`config.mk`:
```
export PLATFORM = sky130hd
export DESIGN_NAME = interrupt_priority_nesting
export DESIGN_NICKNAME = d
export VERILOG_FILES = /design/src/irq_nest_pkg.sv /design/src/interrupt_priority_nesting.sv
export SDC_FILE = /design/constraint.sdc
export NUM_CORES = 1
export LEC_CHECK = 0
export ABC_CLOCK_PERIOD_IN_PS = 86200
export BUFFER_PORTS_ARGS = -buffer_cell sky130_fd_sc_hd__buf_2
export CAP_MARGIN = 25
export CORE_UTILIZATION = 60
export CTS_CLUSTER_DIAMETER = 150
export CTS_CLUSTER_SIZE = 30
export DETAILED_ROUTE_END_ITERATION = 12
export PLACE_DENSITY = 0.77
export SLEW_MARGIN = 10
export SYNTH_ARGS = -nofsm -noshare
export SYNTH_HDL_FRONTEND = slang
export SYNTH_SLANG_ARGS = --single-unit
```
`constraint.sdc`:
```
create_clock -name aclk -period 86.2 [get_ports aclk]
set_input_delay 17.24 -clock aclk [delete_from_list [all_inputs] [get_ports aclk]]
set_output_delay 17.24 -clock aclk [all_outputs]
set_load 0.05 [all_outputs]
```
`src/irq_nest_pkg.sv`:
```
// Constants and types for the interrupt priority and nesting block
package irq_nest_pkg;
  // ----------------------------------------------------------------
  // Register byte addresses
  // ----------------------------------------------------------------
  localparam logic [31:0] ADDR_VEC_BASE = 32'hffff_0014;
  localparam logic [31:0] ADDR_VEC_PTR  = 32'hffff_001c;
  localparam logic [31:0] ADDR_PRIO0    = 32'hffff_0020;
  localparam logic [31:0] ADDR_PRIO1    = 32'hffff_0024;
  localparam logic [31:0] ADDR_PRIO2    = 32'hffff_0028;
  localparam logic [31:0] ADDR_PRIO3    = 32'hffff_002c;
  localparam logic [31:0] ADDR_NEST_CTL = 32'hffff_0030;
  localparam logic [31:0] ADDR_IN_SERV  = 32'hffff_003c;
  localparam logic [31:0] ADDR_EV_STAT  = 32'hffff_0040;
  localparam logic [31:0] ADDR_EV_MASK  = 32'hffff_0044;
  // ----------------------------------------------------------------
  // Writable bits, reset values, commands
  // ----------------------------------------------------------------
  localparam logic [31:0] PRIO0_MASK  = 32'h0777_7770;
  localparam logic [31:0] PRIO1_MASK  = 32'h7777_7707;
  localparam logic [31:0] PRIO2_MASK  = 32'h7777_7777;
  localparam logic [31:0] PRIO3_MASK  = 32'h0000_7777;
  localparam logic [31:0] REG_RESET   = 32'h0000_0000;
  localparam logic [7:0]  CLEAR_ONE   = 8'hff;
  localparam logic [1:0]  RESP_OKAY   = 2'h0;
  localparam logic [1:0]  RESP_SLVERR = 2'h2;
  localparam int          NORMAL_NEST = 0;
  localparam int          FAST_NEST   = 1;
  localparam int          EV_NORMAL   = 0;
  localparam int          EV_FAST     = 1;
  localparam int          NUM_SRC     = 28;
  localparam int          NUM_LVL     = 8;
  // ----------------------------------------------------------------
  // Priority field positions
  // ----------------------------------------------------------------
  localparam logic [4:0] TIMER4_PRIORITY          = 5'h18;
  localparam logic [4:0] TIMER3_PRIORITY          = 5'h14;
  localparam logic [4:0] TIMER2_PRIORITY          = 5'h10;
  localparam logic [4:0] TIMER1_PRIORITY          = 5'h0c;
  localparam logic [4:0] TIMER0_PRIORITY          = 5'h08;
  localparam logic [4:0] SOFT_SOURCE_PRIORITY     = 5'h04;
  localparam logic [4:0] I2C_A_MASTER_PRIORITY    = 5'h1c;
  localparam logic [4:0] SPI_PRIORITY             = 5'h18;
  localparam logic [4:0] UART_PRIORITY            = 5'h14;
  localparam logic [4:0] CONVERTER_PRIORITY       = 5'h10;
  localparam logic [4:0] FLASH_B_PRIORITY         = 5'h0c;
  localparam logic [4:0] FLASH_A_PRIORITY         = 5'h08;
  localparam logic [4:0] SUPPLY_MONITOR_PRIORITY  = 5'h00;
  localparam logic [4:0] PWM_PRIORITY             = 5'h1c;
  localparam logic [4:0] EXT_LINE3_PRIORITY       = 5'h18;
  localparam logic [4:0] EXT_LINE2_PRIORITY       = 5'h14;
  localparam logic [4:0] EXT_LINE1_PRIORITY       = 5'h10;
  localparam logic [4:0] EXT_LINE0_PRIORITY       = 5'h0c;
  localparam logic [4:0] I2C_B_SLAVE_PRIORITY     = 5'h08;
  localparam logic [4:0] I2C_B_MASTER_PRIORITY    = 5'h04;
  localparam logic [4:0] I2C_A_SLAVE_PRIORITY     = 5'h00;
  localparam logic [4:0] LOGIC_ARRAY_B_PRIORITY   = 5'h0c;
  localparam logic [4:0] LOGIC_ARRAY_A_PRIORITY   = 5'h08;
  localparam logic [4:0] EXT_LINE5_PRIORITY       = 5'h04;
  localparam logic [4:0] EXT_LINE4_PRIORITY       = 5'h00;
  // Per source: {has field, register index, field lsb}
  localparam logic [7:0] SRC_FIELD [NUM_SRC] = '{
    8'h00, {3'h4, SOFT_SOURCE_PRIORITY}, {3'h4, TIMER0_PRIORITY},
    {3'h4, TIMER1_PRIORITY}, {3'h4, TIMER2_PRIORITY},
    {3'h4, TIMER3_PRIORITY}, {3'h4, TIMER4_PRIORITY},
    {3'h5, FLASH_A_PRIORITY}, {3'h5, FLASH_B_PRIORITY},
    {3'h5, CONVERTER_PRIORITY}, {3'h5, UART_PRIORITY},
    {3'h5, SPI_PRIORITY}, {3'h5, I2C_A_MASTER_PRIORITY},
    {3'h5, SUPPLY_MONITOR_PRIORITY}, {3'h6, I2C_A_SLAVE_PRIORITY},
    {3'h6, I2C_B_MASTER_PRIORITY}, {3'h6, I2C_B_SLAVE_PRIORITY},
    {3'h6, EXT_LINE0_PRIORITY}, {3'h6, EXT_LINE1_PRIORITY},
    {3'h6, EXT_LINE2_PRIORITY}, {3'h6, EXT_LINE3_PRIORITY},
    {3'h6, PWM_PRIORITY}, {3'h7, EXT_LINE4_PRIORITY},
    {3'h7, EXT_LINE5_PRIORITY}, {3'h7, LOGIC_ARRAY_A_PRIORITY},
    {3'h7, LOGIC_ARRAY_B_PRIORITY}, 8'h00, 8'h00};
  // ----------------------------------------------------------------
  // Types
  // ----------------------------------------------------------------
  typedef struct packed {
    logic       found;
    logic [4:0] id;
    logic [2:0] level;
  } pick_t;
endpackage

```
`src/interrupt_priority_nesting.sv`:
```
// Priority fields, nesting control and in-service levels of the vectored
// interrupt controller, with an AXI4-Lite register slave
//
// Our own choice: the AXI4-Lite interface to the registers.
`timescale 1ns/1ps
`default_nettype none
module interrupt_priority_nesting (
  input  wire logic        aclk,
  input  wire logic        aresetn,
  input  wire logic [31:0] awaddr,
  input  wire logic        awvalid,
  output logic             awready,
  input  wire logic [31:0] wdata,
  input  wire logic [3:0]  wstrb,
  input  wire logic        wvalid,
  output logic             wready,
  output logic [1:0]       bresp,
  output logic             bvalid,
  input  wire logic        bready,
  input  wire logic [31:0] araddr,
  input  wire logic        arvalid,
  output logic             arready,
  output logic [31:0]      rdata,
  output logic [1:0]       rresp,
  output logic             rvalid,
  input  wire logic        rready,
  input  wire logic [27:0] normal_pending,
  input  wire logic [27:0] fast_pending,
  output logic             normal_irq,
  output logic             fast_irq,
  output logic [4:0]       fast_source,
  output logic             event_irq
);
  // ----------------------------------------------------------------
  // Storage
  // ----------------------------------------------------------------
  logic [31:0] prio_q [4];
  logic [1:0]  ctrl_q;
  logic [7:0]  in_serv_q, in_serv_d;
  logic [15:0] base_q;
  logic [1:0]  ev_stat_q, ev_mask_q;
  logic        awready_q, wready_q, bvalid_q, arready_q, rvalid_q;
  logic [1:0]  bresp_q, rresp_q;
  logic [31:0] rdata_q, awaddr_q, wdata_q;
  logic        aw_full_q, w_full_q;
  logic        normal_irq_q, fast_irq_q, event_irq_q;
  logic [4:0]  fast_source_q;

  // ----------------------------------------------------------------
  // Bus handshakes
  // ----------------------------------------------------------------
  logic aw_take, w_take, do_write, ar_take;
  logic aw_full_d, w_full_d, rvalid_d;
  assign aw_take   = awvalid && awready_q;
  assign w_take    = wvalid && wready_q;
  assign do_write  = aw_full_q && w_full_q && !bvalid_q;
  assign ar_take   = arvalid && arready_q;
  assign aw_full_d = (aw_full_q && !do_write) || aw_take;
  assign w_full_d  = (w_full_q && !do_write) || w_take;
  assign rvalid_d  = ar_take || (rvalid_q && !rready);

  always_ff @(posedge aclk) begin
    if (!aresetn) begin
      aw_full_q <= 1'b0;
      w_full_q  <= 1'b0;
      awready_q <= 1'b0;
      wready_q  <= 1'b0;
      awaddr_q  <= irq_nest_pkg::REG_RESET;
      wdata_q   <= irq_nest_pkg::REG_RESET;
    end else begin
      aw_full_q <= aw_full_d;
      w_full_q  <= w_full_d;
      awready_q <= !aw_full_d;
      wready_q  <= !w_full_d;
      if (aw_take) begin
        awaddr_q <= awaddr;
      end
      if (w_take) begin
        wdata_q <= wdata;
      end
    end
  end

  logic [3:0] wstrb_q;

  // Byte lanes merged into the stored word
  function automatic logic [31:0] lanes(input logic [31:0] old,
                                        input logic [31:0] nw);
    logic [31:0] r;
    r = old;
    for (int b = 0; b < 4; b++) begin
      if (wstrb_q[b]) r[b*8 +: 8] = nw[b*8 +: 8];
    end
    return r;
  endfunction

  always_ff @(posedge aclk) begin
    if (!aresetn) begin
      wstrb_q <= 4'h0;
    end else if (w_take) begin
      wstrb_q <= wstrb;
    end
  end

  // ----------------------------------------------------------------
  // Decode
  // ----------------------------------------------------------------
  logic [3:0] wr_prio;
  logic       wr_ctrl, wr_serv, wr_base, wr_stat, wr_mask, wr_hit;
  logic       rd_vec;
  assign wr_prio[0] = do_write && awaddr_q == irq_nest_pkg::ADDR_PRIO0;
  assign wr_prio[1] = do_write && awaddr_q == irq_nest_pkg::ADDR_PRIO1;
  assign wr_prio[2] = do_write && awaddr_q == irq_nest_pkg::ADDR_PRIO2;
  assign wr_prio[3] = do_write && awaddr_q == irq_nest_pkg::ADDR_PRIO3;
  assign wr_ctrl = do_write && awaddr_q == irq_nest_pkg::ADDR_NEST_CTL;
  assign wr_serv = do_write && awaddr_q == irq_nest_pkg::ADDR_IN_SERV;
  assign wr_base = do_write && awaddr_q == irq_nest_pkg::ADDR_VEC_BASE;
  assign wr_stat = do_write && awaddr_q == irq_nest_pkg::ADDR_EV_STAT;
  assign wr_mask = do_write && awaddr_q == irq_nest_pkg::ADDR_EV_MASK;
  assign wr_hit  = (|wr_prio) || wr_ctrl || wr_serv || wr_base
                || wr_stat || wr_mask;
  assign rd_vec  = ar_take && araddr == irq_nest_pkg::ADDR_VEC_PTR;

  // ----------------------------------------------------------------
  // Priority and control registers
  // ----------------------------------------------------------------
  logic [31:0] prio_mask [4];
  assign prio_mask[0] = irq_nest_pkg::PRIO0_MASK;
  assign prio_mask[1] = irq_nest_pkg::PRIO1_MASK;
  assign prio_mask[2] = irq_nest_pkg::PRIO2_MASK;
  assign prio_mask[3] = irq_nest_pkg::PRIO3_MASK;

  for (genvar r = 0; r < 4; r++) begin : g_prio
    always_ff @(posedge aclk) begin
      if (!aresetn) begin
        prio_q[r] <= irq_nest_pkg::REG_RESET;
      end else if (wr_prio[r]) begin
        prio_q[r] <= lanes(prio_q[r], wdata_q) & prio_mask[r];
      end
    end
  end

  logic [31:0] ctrl_new, base_new;
  always_comb begin
    ctrl_new = lanes({30'h0, ctrl_q}, wdata_q);
    base_new = lanes({16'h0000, base_q}, wdata_q);
  end

  always_ff @(posedge aclk) begin
    if (!aresetn) begin
      ctrl_q <= 2'h0;
      base_q <= 16'h0000;
    end else begin
      if (wr_ctrl) begin
        ctrl_q <= ctrl_new[1:0];
      end
      if (wr_base) begin
        base_q <= base_new[15:0];
      end
    end
  end

  // ----------------------------------------------------------------
  // Per-source levels
  // ----------------------------------------------------------------
  logic [2:0] n_lvl [irq_nest_pkg::NUM_SRC];
  logic [2:0] f_lvl [irq_nest_pkg::NUM_SRC];
  for (genvar g = 0; g < irq_nest_pkg::NUM_SRC; g++) begin : g_src
    localparam logic [7:0] F = irq_nest_pkg::SRC_FIELD[g];
    // Levels vanish while prioritisation is off
    assign n_lvl[g] = (F[7] && ctrl_q[irq_nest_pkg::NORMAL_NEST])
                    ? prio_q[F[6:5]][F[4:0] +: 3] : 3'h0;
    assign f_lvl[g] = (F[7] && ctrl_q[irq_nest_pkg::FAST_NEST])
                    ? prio_q[F[6:5]][F[4:0] +: 3] : 3'h0;
  end

  // Winner among unblocked pending sources
  function automatic irq_nest_pkg::pick_t pick(
      input logic [27:0] pend, input logic [2:0] lvl [28],
      input logic [7:0] blk);
    irq_nest_pkg::pick_t s;
    logic [7:0] m;
    s = '0;
    for (int i = 0; i < irq_nest_pkg::NUM_SRC; i++) begin
      m = (8'h02 << lvl[i]) - 8'h01;
      if (pend[i] && (blk & m) == 8'h00
          && (!s.found || lvl[i] < s.level)) begin
        s.found = 1'b1;
        s.id    = 5'(i);
        s.level = lvl[i];
      end
    end
    return s;
  endfunction

  irq_nest_pkg::pick_t nsel, fsel;
  logic [7:0] n_blk;
  assign n_blk = ctrl_q[irq_nest_pkg::NORMAL_NEST] ? in_serv_q : 8'h00;
  assign nsel  = pick(normal_pending, n_lvl, n_blk);
  assign fsel  = pick(fast_pending, f_lvl, 8'h00);

  // ----------------------------------------------------------------
  // In-service levels
  // ----------------------------------------------------------------
  logic       vec_set;
  logic [7:0] serv_clr, set_bit;
  assign vec_set  = rd_vec && ctrl_q[irq_nest_pkg::NORMAL_NEST]
                 && nsel.found;
  assign set_bit  = vec_set ? 8'(8'h01 << nsel.level) : 8'h00;
  // Clearing x & (x-1) drops the lowest index, the highest priority
  assign serv_clr = in_serv_q & (in_serv_q - 8'h01);

  always_comb begin
    in_serv_d = in_serv_q;
    if (wr_serv && wstrb_q[0] && wdata_q[7:0] == irq_nest_pkg::CLEAR_ONE) begin
      in_serv_d = serv_clr;
    end
    in_serv_d = in_serv_d | set_bit;
  end

  always_ff @(posedge aclk) begin
    if (!aresetn) begin
      in_serv_q <= 8'h00;
    end else begin
      in_serv_q <= in_serv_d;
    end
  end

  // ----------------------------------------------------------------
  // Core requests and events
  // ----------------------------------------------------------------
  logic       fast_wins;
  logic [1:0] ev_set;
  assign fast_wins = fsel.found && ctrl_q == 2'h0;
  assign ev_set    = {fsel.found && !fast_irq_q,
                      nsel.found && !fast_wins && !normal_irq_q};

  always_ff @(posedge aclk) begin
    if (!aresetn) begin
      normal_irq_q  <= 1'b0;
      fast_irq_q    <= 1'b0;
      fast_source_q <= 5'h00;
    end else begin
      normal_irq_q  <= nsel.found && !fast_wins;
      fast_irq_q    <= fsel.found;
      fast_source_q <= fsel.id;
    end
  end

  always_ff @(posedge aclk) begin
    if (!aresetn) begin
      ev_stat_q   <= 2'h0;
      ev_mask_q   <= 2'h0;
      event_irq_q <= 1'b0;
    end else begin
      // New events win over a write-one clear
      ev_stat_q <= (ev_stat_q & ~(wr_stat && wstrb_q[0] ? wdata_q[1:0] : 2'h0))
                 | ev_set;
      if (wr_mask && wstrb_q[0]) begin
        ev_mask_q <= wdata_q[1:0];
      end
      event_irq_q <= |(ev_stat_q & ev_mask_q);
    end
  end

  // ----------------------------------------------------------------
  // Write response and read data
  // ----------------------------------------------------------------
  logic [31:0] rd_val;
  logic        rd_hit;
  always_comb begin
    rd_hit = 1'b1;
    unique case (araddr)
      irq_nest_pkg::ADDR_PRIO0:    rd_val = prio_q[0];
      irq_nest_pkg::ADDR_PRIO1:    rd_val = prio_q[1];
      irq_nest_pkg::ADDR_PRIO2:    rd_val = prio_q[2];
      irq_nest_pkg::ADDR_PRIO3:    rd_val = prio_q[3];
      irq_nest_pkg::ADDR_NEST_CTL: rd_val = {30'h0, ctrl_q};
      irq_nest_pkg::ADDR_IN_SERV:  rd_val = {24'h0, in_serv_q};
      irq_nest_pkg::ADDR_VEC_BASE: rd_val = {16'h0000, base_q};
      // Pointer into the handler table
      irq_nest_pkg::ADDR_VEC_PTR:  rd_val = {9'h000, base_q, nsel.id, 2'h0};
      irq_nest_pkg::ADDR_EV_STAT:  rd_val = {30'h0, ev_stat_q};
      irq_nest_pkg::ADDR_EV_MASK:  rd_val = {30'h0, ev_mask_q};
      default: begin
        rd_val = 32'h0000_0000;
        rd_hit = 1'b0;
      end
    endcase
  end

  always_ff @(posedge aclk) begin
    if (!aresetn) begin
      bvalid_q  <= 1'b0;
      bresp_q   <= irq_nest_pkg::RESP_OKAY;
      rvalid_q  <= 1'b0;
      arready_q <= 1'b0;
      rdata_q   <= irq_nest_pkg::REG_RESET;
      rresp_q   <= irq_nest_pkg::RESP_OKAY;
    end else begin
      if (do_write) begin
        bvalid_q <= 1'b1;
        bresp_q  <= wr_hit ? irq_nest_pkg::RESP_OKAY
                           : irq_nest_pkg::RESP_SLVERR;
      end else if (bready) begin
        bvalid_q <= 1'b0;
      end
      rvalid_q  <= rvalid_d;
      arready_q <= !rvalid_d;
      if (ar_take) begin
        rdata_q <= rd_val;
        rresp_q <= rd_hit ? irq_nest_pkg::RESP_OKAY
                          : irq_nest_pkg::RESP_SLVERR;
      end
    end
  end

  assign awready     = awready_q;
  assign wready      = wready_q;
  assign bvalid      = bvalid_q;
  assign bresp       = bresp_q;
  assign arready     = arready_q;
  assign rvalid      = rvalid_q;
  assign rdata       = rdata_q;
  assign rresp       = rresp_q;
  assign normal_irq  = normal_irq_q;
  assign fast_irq    = fast_irq_q;
  assign fast_source = fast_source_q;
  assign event_irq   = event_irq_q;

  // ----------------------------------------------------------------
  // Checks
  // ----------------------------------------------------------------
  a_prio0_low_zero: assert property (@(posedge aclk) disable iff (!aresetn)
    ar_take && araddr == irq_nest_pkg::ADDR_PRIO0 |=> rdata_q[3:0] == 4'h0)
    else $error("reserved priority bits read nonzero");

  a_prio3_top_zero: assert property (@(posedge aclk) disable iff (!aresetn)
    ##1 prio_q[3][31:15] == 17'h0_0000)
    else $error("reserved upper priority bits set");

  a_plain_no_block: assert property (@(posedge aclk) disable iff (!aresetn)
    !ctrl_q[0] |-> nsel.found == |normal_pending && nsel.level == 3'h0)
    else $error("levels or blocking used without nesting");

  a_fast_first: assert property (@(posedge aclk) disable iff (!aresetn)
    ctrl_q == 2'h0 && |fast_pending |=> !normal_irq_q)
    else $error("normal request shown over fast one");

  a_vector_sets: assert property (@(posedge aclk) disable iff (!aresetn)
    vec_set |=> in_serv_q[$past(nsel.level)] && rvalid_q)
    else $error("vector read did not mark level");

  a_level_blocked: assert property (@(posedge aclk) disable iff (!aresetn)
    ctrl_q[0] && nsel.found
      |-> (in_serv_q & ((8'h02 << nsel.level) - 8'h01)) == 8'h00)
    else $error("blocked level selected");

  a_clear_one: assert property (@(posedge aclk) disable iff (!aresetn)
    wr_serv && wstrb_q[0] && wdata_q[7:0] == 8'hff && !vec_set
      |=> in_serv_q == ($past(in_serv_q) & ($past(in_serv_q) - 8'h01)))
    else $error("in-service clear wrong");

  a_vector_word: assert property (@(posedge aclk) disable iff (!aresetn)
    rd_vec |=> rdata_q[22:7] == $past(base_q) && rdata_q[6:2] == $past(nsel.id)
      && rdata_q[31:23] == 9'h000)
    else $error("vector word layout wrong");

  a_fast_levels: assert property (@(posedge aclk) disable iff (!aresetn)
    !ctrl_q[1] && fsel.found |-> fsel.level == 3'h0 && fast_pending[fsel.id])
    else $error("fast levels used while disabled");
endmodule
`default_nettype wire

```
Word-level counts from Yosys, hierarchy flattened --
Memory sizes are Yosys's and may differ from the RTL's. Index checks and enable logic that the tools add are counted.
Storage, ports and cells: register bits after elaboration 148, RAM bits 96, bits of input ports 163, output and inout port bits 49, word-level logic and storage cells 632, memories 1
Operators by class: $add $sub $neg 26, order comparisons 54, eq/ne operators 20, shift-type cells 26, mux-type cells 175, bitwise logic cells 36, reductions and logical operators 270
Memory list:
- prio_q | words 4, bits a word 24, read ports 4, clocked after memory_dff 0, write ports 4, RTL line interrupt_priority_nesting.sv:37 | logic [31:0] prio_q [4];
Operators by type and width (number):
- $eq A32 B32 Y1 const B | 19
- $mux W9 | 56
- $pmux W32 S10 | 1
- $mux W7 | 36
- $and A8 B8 Y8 | 26
- $logic_not A8 Y1 | 26
- $sub A8 B1 Y8 const B | 26
- $shl A2 B3 Y8 const A | 25
- $mux W3 | 56
- $lt A3 B3 Y1 | 50
- $logic_and A1 B1 Y1 | 110
- $mux W24 | 4
- $logic_not A1 Y1 | 63
- $logic_or A1 B1 Y1 | 62
- $mux W8 | 3
- $mux W1 | 16
- $lt A1 B3 Y1 const A | 4
- $reduce_or A10 Y1 | 1
- $eq A8 B8 Y1 const B | 1
- $or A8 B8 Y8 | 1
- $shl A1 B3 Y8 const A | 1
- $mux W2 | 3
- $reduce_and A2 Y1 | 3
- $reduce_or A5 Y1 | 1
- 9 further kinds | 13

Logic depth before layout (Yosys ltp) --
Gate-level depths: netlist of the first run. An unclocked memory read counts as a cell.
depth after elaboration 116, depth in mapped cells 186, depth with buffers taken out 177

Worst setup path after synthesis of the first run --
OpenSTA, ideal clock, no wires.
path type input-to-reg, start point input normal_pending[1], end point register in_serv_q[4], setup time 0.069 ns, arrival time 49.275 ns, slack 36.857 ns, cell stages on the path 164, buffers on the path 1, cells stage by stage o2111ai_1 -> a31o_2 -> nor3_1 -> nand3_1 -> ha_1 -> o21ai_0 -> o21bai_1 -> and3_1 -> or3b_1 -> nor2_1 -> a31o_2 -> nand2_1 -> ha_1 -> a21oi_1 -> a22oi_1 -> nor2_1 -> or3_1 -> nand2_1 -> [... 128 more ...] -> o21bai_1 -> nor2_1 -> mux2_2 -> ha_1 -> a21o_1 -> a21oi_1 -> inv_1 -> o41ai_4 -> nand2_1 -> o21a_2 -> ha_1 -> a21oi_1 -> o21ai_0 -> a21oi_1 -> a21oi_2 -> mux2_4 -> a211o_1 -> o21ai_1
On the way: word-level cells in the longest chain between the ends 110, elaborated cells on any way between the ends 137, classes of those cells order compare (26); shift (1); mux (28); bitwise (1); reduce/logical (81)
Ends and longest elaborated chain:
- from (decl) | RTL line interrupt_priority_nesting.sv:27 | input wire logic [27:0] normal_pending,
- $logic_and A1 B1 Y1 (*) | RTL line interrupt_priority_nesting.sv:186 | if (pend[i] && (blk & m) == 8'h00
- $logic_and A1 B1 Y1 (*) | RTL line interrupt_priority_nesting.sv:187 | && (!s.found || lvl[i] < s.level)) begin
- $mux W9 (*) | RTL line interrupt_priority_nesting.sv:186
- $lt A3 B3 Y1 / $logic_not A1 Y1 (equally long branches) | RTL line interrupt_priority_nesting.sv:187
- $logic_or A1 B1 Y1 | RTL line interrupt_priority_nesting.sv:187
- $logic_and A1 B1 Y1 | RTL line interrupt_priority_nesting.sv:187
- $mux W9 (*) | RTL line interrupt_priority_nesting.sv:186
- $lt A3 B3 Y1 / $logic_not A1 Y1 (equally long branches) | RTL line interrupt_priority_nesting.sv:187
- [... 94 more ...]
- $mux W9 (*) | RTL line interrupt_priority_nesting.sv:186
- $lt A1 B3 Y1 / $logic_not A1 Y1 (equally long branches) | RTL line interrupt_priority_nesting.sv:187
- $logic_or A1 B1 Y1 | RTL line interrupt_priority_nesting.sv:187
- $logic_and A1 B1 Y1 | RTL line interrupt_priority_nesting.sv:187
- $mux W9 (*) | RTL line interrupt_priority_nesting.sv:186
- $shl A1 B3 Y8 / $logic_and A1 B1 Y1 (equally long branches) | RTL line interrupt_priority_nesting.sv:209, interrupt_priority_nesting.sv:208
- $mux W8 (*) | RTL line interrupt_priority_nesting.sv:209 | assign set_bit = vec_set ? 8'(8'h01 << nsel.level) : 8'h00;
- $or A8 B8 Y8 (*) | RTL line interrupt_priority_nesting.sv:218 | in_serv_d = in_serv_d | set_bit;
- to (signal assigned) | RTL line interrupt_priority_nesting.sv:225 | in_serv_q <= in_serv_d;
- to (decl) | RTL line interrupt_priority_nesting.sv:39 | logic [7:0] in_serv_q, in_serv_d;
Every way passes the cells marked *; elsewhere a longest branch is shown, timed or not. A chain may end at the register's enable or synchronous reset.

Worst setup path in the final report of the first run --
start point input normal_pending[1], end point register rdata_q[4] (netlist: rdata[4])
On the way: word-level cells in the longest chain between the ends 108, elaborated cells on any way between the ends 134, classes of those cells order compare (26); mux (28); reduce/logical (80)
Ends and longest elaborated chain:
- $logic_and A1 B1 Y1 (*) | RTL line interrupt_priority_nesting.sv:186
- $logic_and A1 B1 Y1 (*) | RTL line interrupt_priority_nesting.sv:187
- $mux W9 (*) | RTL line interrupt_priority_nesting.sv:186
- $lt A3 B3 Y1 / $logic_not A1 Y1 (equally long branches) | RTL line interrupt_priority_nesting.sv:187
- $logic_or A1 B1 Y1 | RTL line interrupt_priority_nesting.sv:187
- $logic_and A1 B1 Y1 | RTL line interrupt_priority_nesting.sv:187
- $mux W9 (*) | RTL line interrupt_priority_nesting.sv:186
- $lt A3 B3 Y1 / $logic_not A1 Y1 (equally long branches) | RTL line interrupt_priority_nesting.sv:187
- [... 92 more ...]
- $logic_or A1 B1 Y1 | RTL line interrupt_priority_nesting.sv:187
- $logic_and A1 B1 Y1 | RTL line interrupt_priority_nesting.sv:187
- $mux W9 (*) | RTL line interrupt_priority_nesting.sv:186
- $lt A1 B3 Y1 / $logic_not A1 Y1 (equally long branches) | RTL line interrupt_priority_nesting.sv:187
- $logic_or A1 B1 Y1 | RTL line interrupt_priority_nesting.sv:187
- $logic_and A1 B1 Y1 | RTL line interrupt_priority_nesting.sv:187
- $mux W9 (*) | RTL line interrupt_priority_nesting.sv:186
- $pmux W32 S10 (*) | RTL line interrupt_priority_nesting.sv:273 | unique case (araddr)
- to (signal assigned) | RTL line interrupt_priority_nesting.sv:298 | rdata_q <= irq_nest_pkg::REG_RESET;
- to (signal assigned) | RTL line interrupt_priority_nesting.sv:311 | rdata_q <= rd_val;
- to (decl) | RTL line interrupt_priority_nesting.sv:44 | logic [31:0] rdata_q, awaddr_q, wdata_q;
Marks and branches as above.

==> results.py, run 1 <==
metrics = {
    "status": {
        "status": "complete, no violations",
    },
    "power_and_ir_drop": {
        "leakagePower_nw": 8.501,
        "intPower_mw": 0.1856,
        "p_clk_frac": 0.187,
        "p_sw_frac": 0.3993,
        "peakVddDrop_mv": 0.01614,
        "power_frac_comb": 0.430,
        "power_density_mw_per_mm2": 14.35,
        "seq_power_share": 0.383,
        "p_sw_mw": 0.1234,
    },
    "synthesis": {
        "ys_warn_count": 0,
        "syn-cell-area_mm2": 0.02002,
        "synth_top_area_share": 0.1400,
        "synthTopCellsByArea": "dfxtp_1 14%, edfxtp_1 11%, nand2_1 8.4%, ha_1 7.1%, a21oi_1 5.7%",
        "synth_top_family_by_area": "compound AO/OA/AOI/OAI gates",
        "synth_ff_type": "dfxtp_1",
        "async_flop_share": 0,
        "synth_cell_types": 113,
        "synth_top_cell_by_area": "dfxtp_1",
        "synth_compound_area_frac": 0.2897,
        "seq_area_frac_synth": 0.2525,
        "synth_edf_count": 75,
        "synth.area.mux_share": 0.03125,
        "synth_adder_area_share": 0.07163,
        "synthSimpleGateAreaFrac": 0.2856,
        "synthXorXnorAreaFrac": 0.01400,
        "syn_area_per_cell_um2": 7.269,
        "synthCells": 2754,
        "synth-seq-cells": 215,
    },
    "global_routing": {
        "grt-ovfl-total": 0,
        "grt_pass1_wl_um": 108200,
        "antenna_found_initial": 1,
        "gr-usage-all-layers": 0.4061,
        "grt_pass1_vias": 19970,
        "grt_max_degree": 102,
    },
    "timing": {
        "rsz0062_at_grt": "no",
        "hold_viol": 0,
        "period_share": 0.6342,
        "relSlewSlack": 0.2765,
        "setup_viol": 0,
        "max_freq_ghz": 0.01829,
        "fin_skew_ns": 0.05602,
        "worst_pin_slew_ns": 1.075,
        "slew_viol_final": 0,
        "timing.setup.tns_ns": 0,
        "finalCriticalPeriod_ns": 54.67,
    },
    "worst_setup_path": {
        "crit_top_cell": "ha_1",
        "crit_fanout": 15,
        "arrival_ns": 55.06,
        "slowest_stage": "nor4b_1",
        "cp-end-kind": "flip-flop",
        "max_stage_delay_ns": 0.62,
        "path_class": "input pin to flip-flop",
        "start_kind": "input pin",
        "cp.required_ns": 86.59,
    },
    "finish": {
        "drive_above_1_share": 0.1233,
        "syn_to_final_growth_pct": 7.512,
        "fin_nets": 3111,
        "postLayoutCellArea_mm2": 0.02152,
    },
    "job": {
        "drv_cap": 0,
    },
    "die": {
        "start_util": 0.6122,
        "coreArea_mm2": 0.03270,
        "die_width_um": 184.7,
        "die_height_um": 184.7,
        "num_io_pins": 212,
        "rows": 66,
        "dieArea_mm2": 0.03410,
    },
    "clock_tree": {
        "hold_buffers": 0,
        "cts_buffers": 11,
        "htree_levels": 1,
        "clock_latency_ns": 0.49,
        "path_clk_slew_ns": 0.13,
        "clockBufferDepth": 3,
        "root_buffer": "clkbuf_16",
        "cts_resized": 0,
        "tritoncts": "done",
        "post_cts_buffers": 0,
        "cts_sinks": 215,
    },
    "route": {
        "drt-initial-drc-count": 2808,
        "ant_nets": 0,
        "post-route-drc-count": 0,
        "firstDrtPassIters": 6,
        "vias_per_cell": 6.745,
        "vias": 22140,
        "wl_per_cell_um": 21.58,
        "routed_wl_um": 70820,
    },
    "placement": {
        "io_buffer_count": 202,
        "gp_congestion": 0.9698,
        "post_dp_cell_area_mm2": 0.02115,
        "dp_hpwl_um": 55010,
    },
    "hold_path": {
        "hold_class": "flip-flop to flip-flop",
    },
}
[worst paths after layout]
path / from / end / slack (ns) / cells after the start
worst max-delay path: normal_pending[1] / rdata[4] / 31.53 / 167
worst min-delay path: awaddr_q[7] / awaddr_q[7] / 0.46 / 2
worst min register to register: awaddr_q[7] / awaddr_q[7] / 0.46 / 2
worst max register to register: ctrl_q[0] / rdata[4] / 46.13 / 171
[layout by cell type (no fill, tap or decap), types with 32 or more instances in the layout]
| cell | Yosys | routed |
|---|---|---|
| mux2i_1 | 34 | 34 |
| nand2_1 | 450 | 450 |
| nor2_1 | 271 | 271 |
| o21a_1 | 54 | 54 |
| a21oi_1 | 229 | 229 |
| ha_1 | 113 | 113 |
| nand3_1 | 85 | 85 |
| a21o_1 | 37 | 37 |
| and3_1 | 32 | 32 |
| nor3_1 | 87 | 84 |
| edfxtp_1 | 75 | 75 |
| a22oi_1 | 47 | 47 |
| a31oi_1 | 39 | 39 |
| o21ai_0 | 137 | 137 |
| buf_2 | 16 | 202 |
| inv_1 | 101 | 100 |
| and2_1 | 71 | 71 |
| dfxtp_1 | 140 | 138 |
| o211ai_1 | 34 | 34 |
[cell usage after synthesis, drive strengths merged (39+ instances only)]
library cell,instances
dfxtp,140
nor2,271
nor3,89
o21a,56
nand2,452
and2,80
inv,102
clkbuf,135
a22oi,47
nand3,85
a31oi,39
edfxtp,75
o21ai,158
a21oi,233
ha,113
[layout make-up]
cell class	instances	area, um2
fillers	2997	11180
clock buffers	16	294.0
well taps	442	553.0
diodes	1	2.502
multi-input cells	2271	13910
repair buffers	233	1286
clock inverters	1	30.03
inverters	103	389.1
flip-flops and latches	215	5060
[metal layers]
| layer | share of wire | vias up | GRT usage |
|---|---|---|---|
| li1 | - | 10270 | - |
| met1 | 0.41 | 10310 | 0.5558 |
| met2 | 0.42 | 1343 | 0.6235 |
| met3 | 0.12 | 214 | 0.06758 |
| met4 | 0.050 | 0 | 0.1868 |
| met5 | 0 | - | 0 |
[sequential cells by signal (all words and copies together), names as in the netlist, 4 cells and up]
signal and cells:
awaddr_q 32, base_q 16, fast_source 5, in_serv_q 8
prio_q 75, rdata 29, wdata_q 28, wstrb_q 4
[power by group through the flow]
stage	Sequential (mW)	Combinational, mW	Clock, mW
global route	0.119	0.143	0.0613
floorplan	0.119	0.0923	0
detailed placement	0.120	0.127	0
global placement	0.120	0.124	0
CTS	0.118	0.128	0.0576
finish	0.118	0.133	0.0579
[worst max-delay path, delay by kind of cell]
kind | cells | cell delay, ns
and+or+nand+nor | 50 | 9.66
AOI/OAI and AO/OA | 74 | 16.48
buffers and inverters | 7 | 0.56
adders and majority gates | 23 | 6.26
muxes | 13 | 4.76
[through the flow]
stage / power [mW] / hold WS (ns) / std cells / util / worst slack, ns
floorplan: 0.2109 / 0.4313 / 2758 / - / 36.86
global placement: 0.2439 / 0.4262 / 3259 / 0.6457 / 32.76
detailed placement: 0.2472 / 0.4363 / 3261 / 0.6467 / 31.99
CTS: 0.3033 / 0.4602 / 3278 / 0.6566 / 32.31
global route: 0.3231 / 0.4764 / 3282 / 0.6582 / 28.79
finish: 0.3089 / 0.4586 / 3282 / 0.6582 / 31.53
[cells by family (layout without fill, tap and decap cells)]
group                      Yosys count  after routing
muxes                               59             59
other                                1              6
buffers and inverters              272            353
AOI/OAI and AO/OA                  847            847
xor gates and xnor gates            32             32
adders and majority gates          115            115
DFF                                215            215
and+or+nand+nor                   1213           1213
Power figures use the tool's default switching activity.
==> run 2: changes to the inputs <==
- ABC_AREA: not set -> 1
- ABC_CLOCK_PERIOD_IN_PS: 86200 -> 51000
- PLACE_DENSITY: 0.77 -> 0.78
- clock period: 86.2 -> 51 ns (I/O delays scaled with it)
==> results.py, run 2 <==
metrics = {
    "synthesis": {
        "synth-seq-cells": 215,
        "ys_warn_count": 0,
        "synth_top_area_share": 0.1535,
        "synth_edf_count": 75,
        "synth_ff_type": "dfxtp_1",
        "syn_area_per_cell_um2": 6.235,
        "synthTopCellsByArea": "nand2_1 15%, dfxtp_1 15%, edfxtp_1 12%, inv_1 7.8%, ha_1 7.5%",
        "seq_area_frac_synth": 0.2695,
        "async_flop_share": 0,
        "synth_cell_types": 53,
        "syn-cell-area_mm2": 0.01876,
        "synthCells": 3008,
        "synthTopCellsByCount": "767 x nand2_1, 388 x inv_1, 345 x nor2_1",
        "synth_top_cell_by_area": "nand2_1",
        "yosys.cell_count.top_type": "nand2_1",
    },
    "finish": {
        "regMostFlops": "prio_q",
        "fillers": 2914,
        "final_core_util": 0.6654,
        "mostFrequentLayoutCells": "767 x nand2_1, 388 x inv_1, 345 x nor2_1",
        "syn_to_final_growth_pct": 8.812,
        "fin_nets": 3439,
        "drive_above_1_share": 0.1130,
        "final_common_cell": "nand2_1",
        "largest_reg_flops": 75,
        "postLayoutCellArea_mm2": 0.02041,
    },
    "clock_tree": {
        "cts_resized": 0,
        "clockBufferDepth": 3,
        "htree_levels": 1,
        "cts_buffers": 11,
        "root_buffer": "clkbuf_16",
        "cts_sinks": 215,
        "post_cts_buffers": 0,
        "path_clk_slew_ns": 0.11,
        "tritoncts": "done",
        "hold_buffers": 0,
        "clock_latency_ns": 0.50,
    },
    "timing": {
        "setup_viol": 0,
        "finalCriticalPeriod_ns": 35.30,
        "hold_viol": 0,
        "fin_skew_ns": 0.02298,
        "worst_pin_slew_ns": 1.085,
        "slew_viol_final": 0,
        "rsz0062_at_grt": "no",
        "relSlewSlack": 0.2764,
        "max_freq_ghz": 0.02833,
        "timing.setup.tns_ns": 0,
        "period_share": 0.6922,
    },
    "worst_setup_path": {
        "arrival_ns": 35.69,
        "cp-end-kind": "flip-flop",
        "start_kind": "input pin",
        "crit_path_start": "fast_pending[0]",
        "path_class": "input pin to flip-flop",
        "r2r-start": "ctrl_q[0]",
        "crit_top_cell": "nand2_1",
        "cp.required_ns": 51.39,
        "crit_fanout": 8,
        "slowest_stage": "o21ai_0",
        "reg2reg_depth": 194,
        "max_stage_delay_ns": 0.49,
    },
    "route": {
        "vias": 21600,
        "vias_per_cell": 6.061,
        "drt-initial-drc-count": 3119,
        "post-route-drc-count": 0,
        "wl_per_cell_um": 19.06,
        "firstDrtPassIters": 8,
        "ant_nets": 0,
        "routed_wl_um": 67950,
    },
    "power_and_ir_drop": {
        "peakVddDrop_mv": 0.03002,
        "power_density_mw_per_mm2": 27.53,
        "leakagePower_nw": 10.08,
        "power_mw": 0.5619,
    },
    "hold_path": {
        "hold_class": "flip-flop to flip-flop",
        "min_from": "normal_irq",
        "hold_depth": 1,
    },
    "die": {
        "die_width_um": 178.8,
        "die_height_um": 178.8,
        "dieArea_mm2": 0.03197,
        "num_io_pins": 212,
        "start_util": 0.6115,
        "coreArea_mm2": 0.03067,
        "rows": 64,
    },
    "job": {
        "drv_cap": 0,
    },
    "placement": {
        "dp_hpwl_um": 53460,
        "gp_congestion": 1.093,
        "post_dp_cell_area_mm2": 0.02004,
        "io_buffer_count": 202,
    },
    "global_routing": {
        "antenna_found_initial": 1,
        "grt_pass1_wl_um": 103200,
        "grt-ovfl-total": 0,
        "grt_pass1_vias": 19520,
        "grt_max_degree": 57,
        "gr-usage-all-layers": 0.4187,
    },
    "status": {
        "status": "complete, no violations",
    },
}
## run 2: cell count changes after synthesis, moves of 34 or more
cell / delta
a21o_1: -37
a21oi_1: -57
a22oi_1: -42
a31oi_1: -35
and2_1: -70
clkbuf_1: -62
inv_1: +287
mux2i_1: -34
nand2_1: +317
nand2_2: +56
nand3_1: +118
nor2_1: +74
o21a_1: -47
o21ai_0: +129
## run 2: area by class of cell
cell class | instances | area (um2) | area share
clock inverters | 2 | 32.53 | 0.001594
multi-input cells | 2305 | 11830 | 0.5797
flip-flops and latches | 215 | 5057 | 0.2478
repair buffers | 226 | 1182 | 0.05794
diodes | 1 | 2.502 | 0.0001226
clock buffers | 15 | 290.3 | 0.01422
well taps | 396 | 495.5 | 0.02428
inverters | 404 | 1516 | 0.07431
## run 2: kinds of logic after synthesis
family                   share of synthesized area
XOR/XNOR                                  0.004203
flip-flops                                  0.2695
buffers and inverters                       0.1009
AND/OR/NAND/NOR                             0.3656
adder cells (fa/ha/maj)                    0.07538
AO/OA/AOI/OAI                               0.1843
other                                    0.0001999
## run 2: worst paths after layout
path,to,slack (ns)
setup / recovery,fast_source[4],15.70
hold / removal,ev_stat_q[0],0.46
setup reg to reg,rdata[2],22.99
hold reg to reg,ev_stat_q[0],0.46
## run 2: stage by stage
| step | std cells | setup slack [ns] | hold slack [ns] |
|---|---|---|---|
| finish | 3564 | 15.70 | 0.4592 |
| global route | 3563 | 12.77 | 0.4789 |
| CTS | 3557 | 15.95 | 0.4586 |
| detailed placement | 3540 | 15.57 | 0.4380 |
| global placement | 3536 | 16.09 | 0.4257 |
| floorplan | 3012 | 19.06 | 0.4439 |
## run 2: power breakdown
part           total, mW  switching (mW)  internal [mW]
Clock              0.104          0.0614         0.0421
Sequential         0.196         0.00995          0.186
Combinational      0.263           0.178         0.0844
Total              0.562           0.250          0.312
## run 2: layer usage
layer / global-route usage / vias to the layer above / part of all wire
li1: - / 10330 / -
met4: 0.2228 / 0 / 0.058
met1: 0.5485 / 9764 / 0.39
met3: 0.06828 / 229 / 0.12
met2: 0.6589 / 1281 / 0.43
met5: 0 / - / 0
## run 2: worst max-delay path, delay by kind of cell
kind	cells	cell delay, ns
buf+inv	5	0.28
fa+ha+maj	24	7.46
simple gates	83	7.41
compound gates	46	10.32
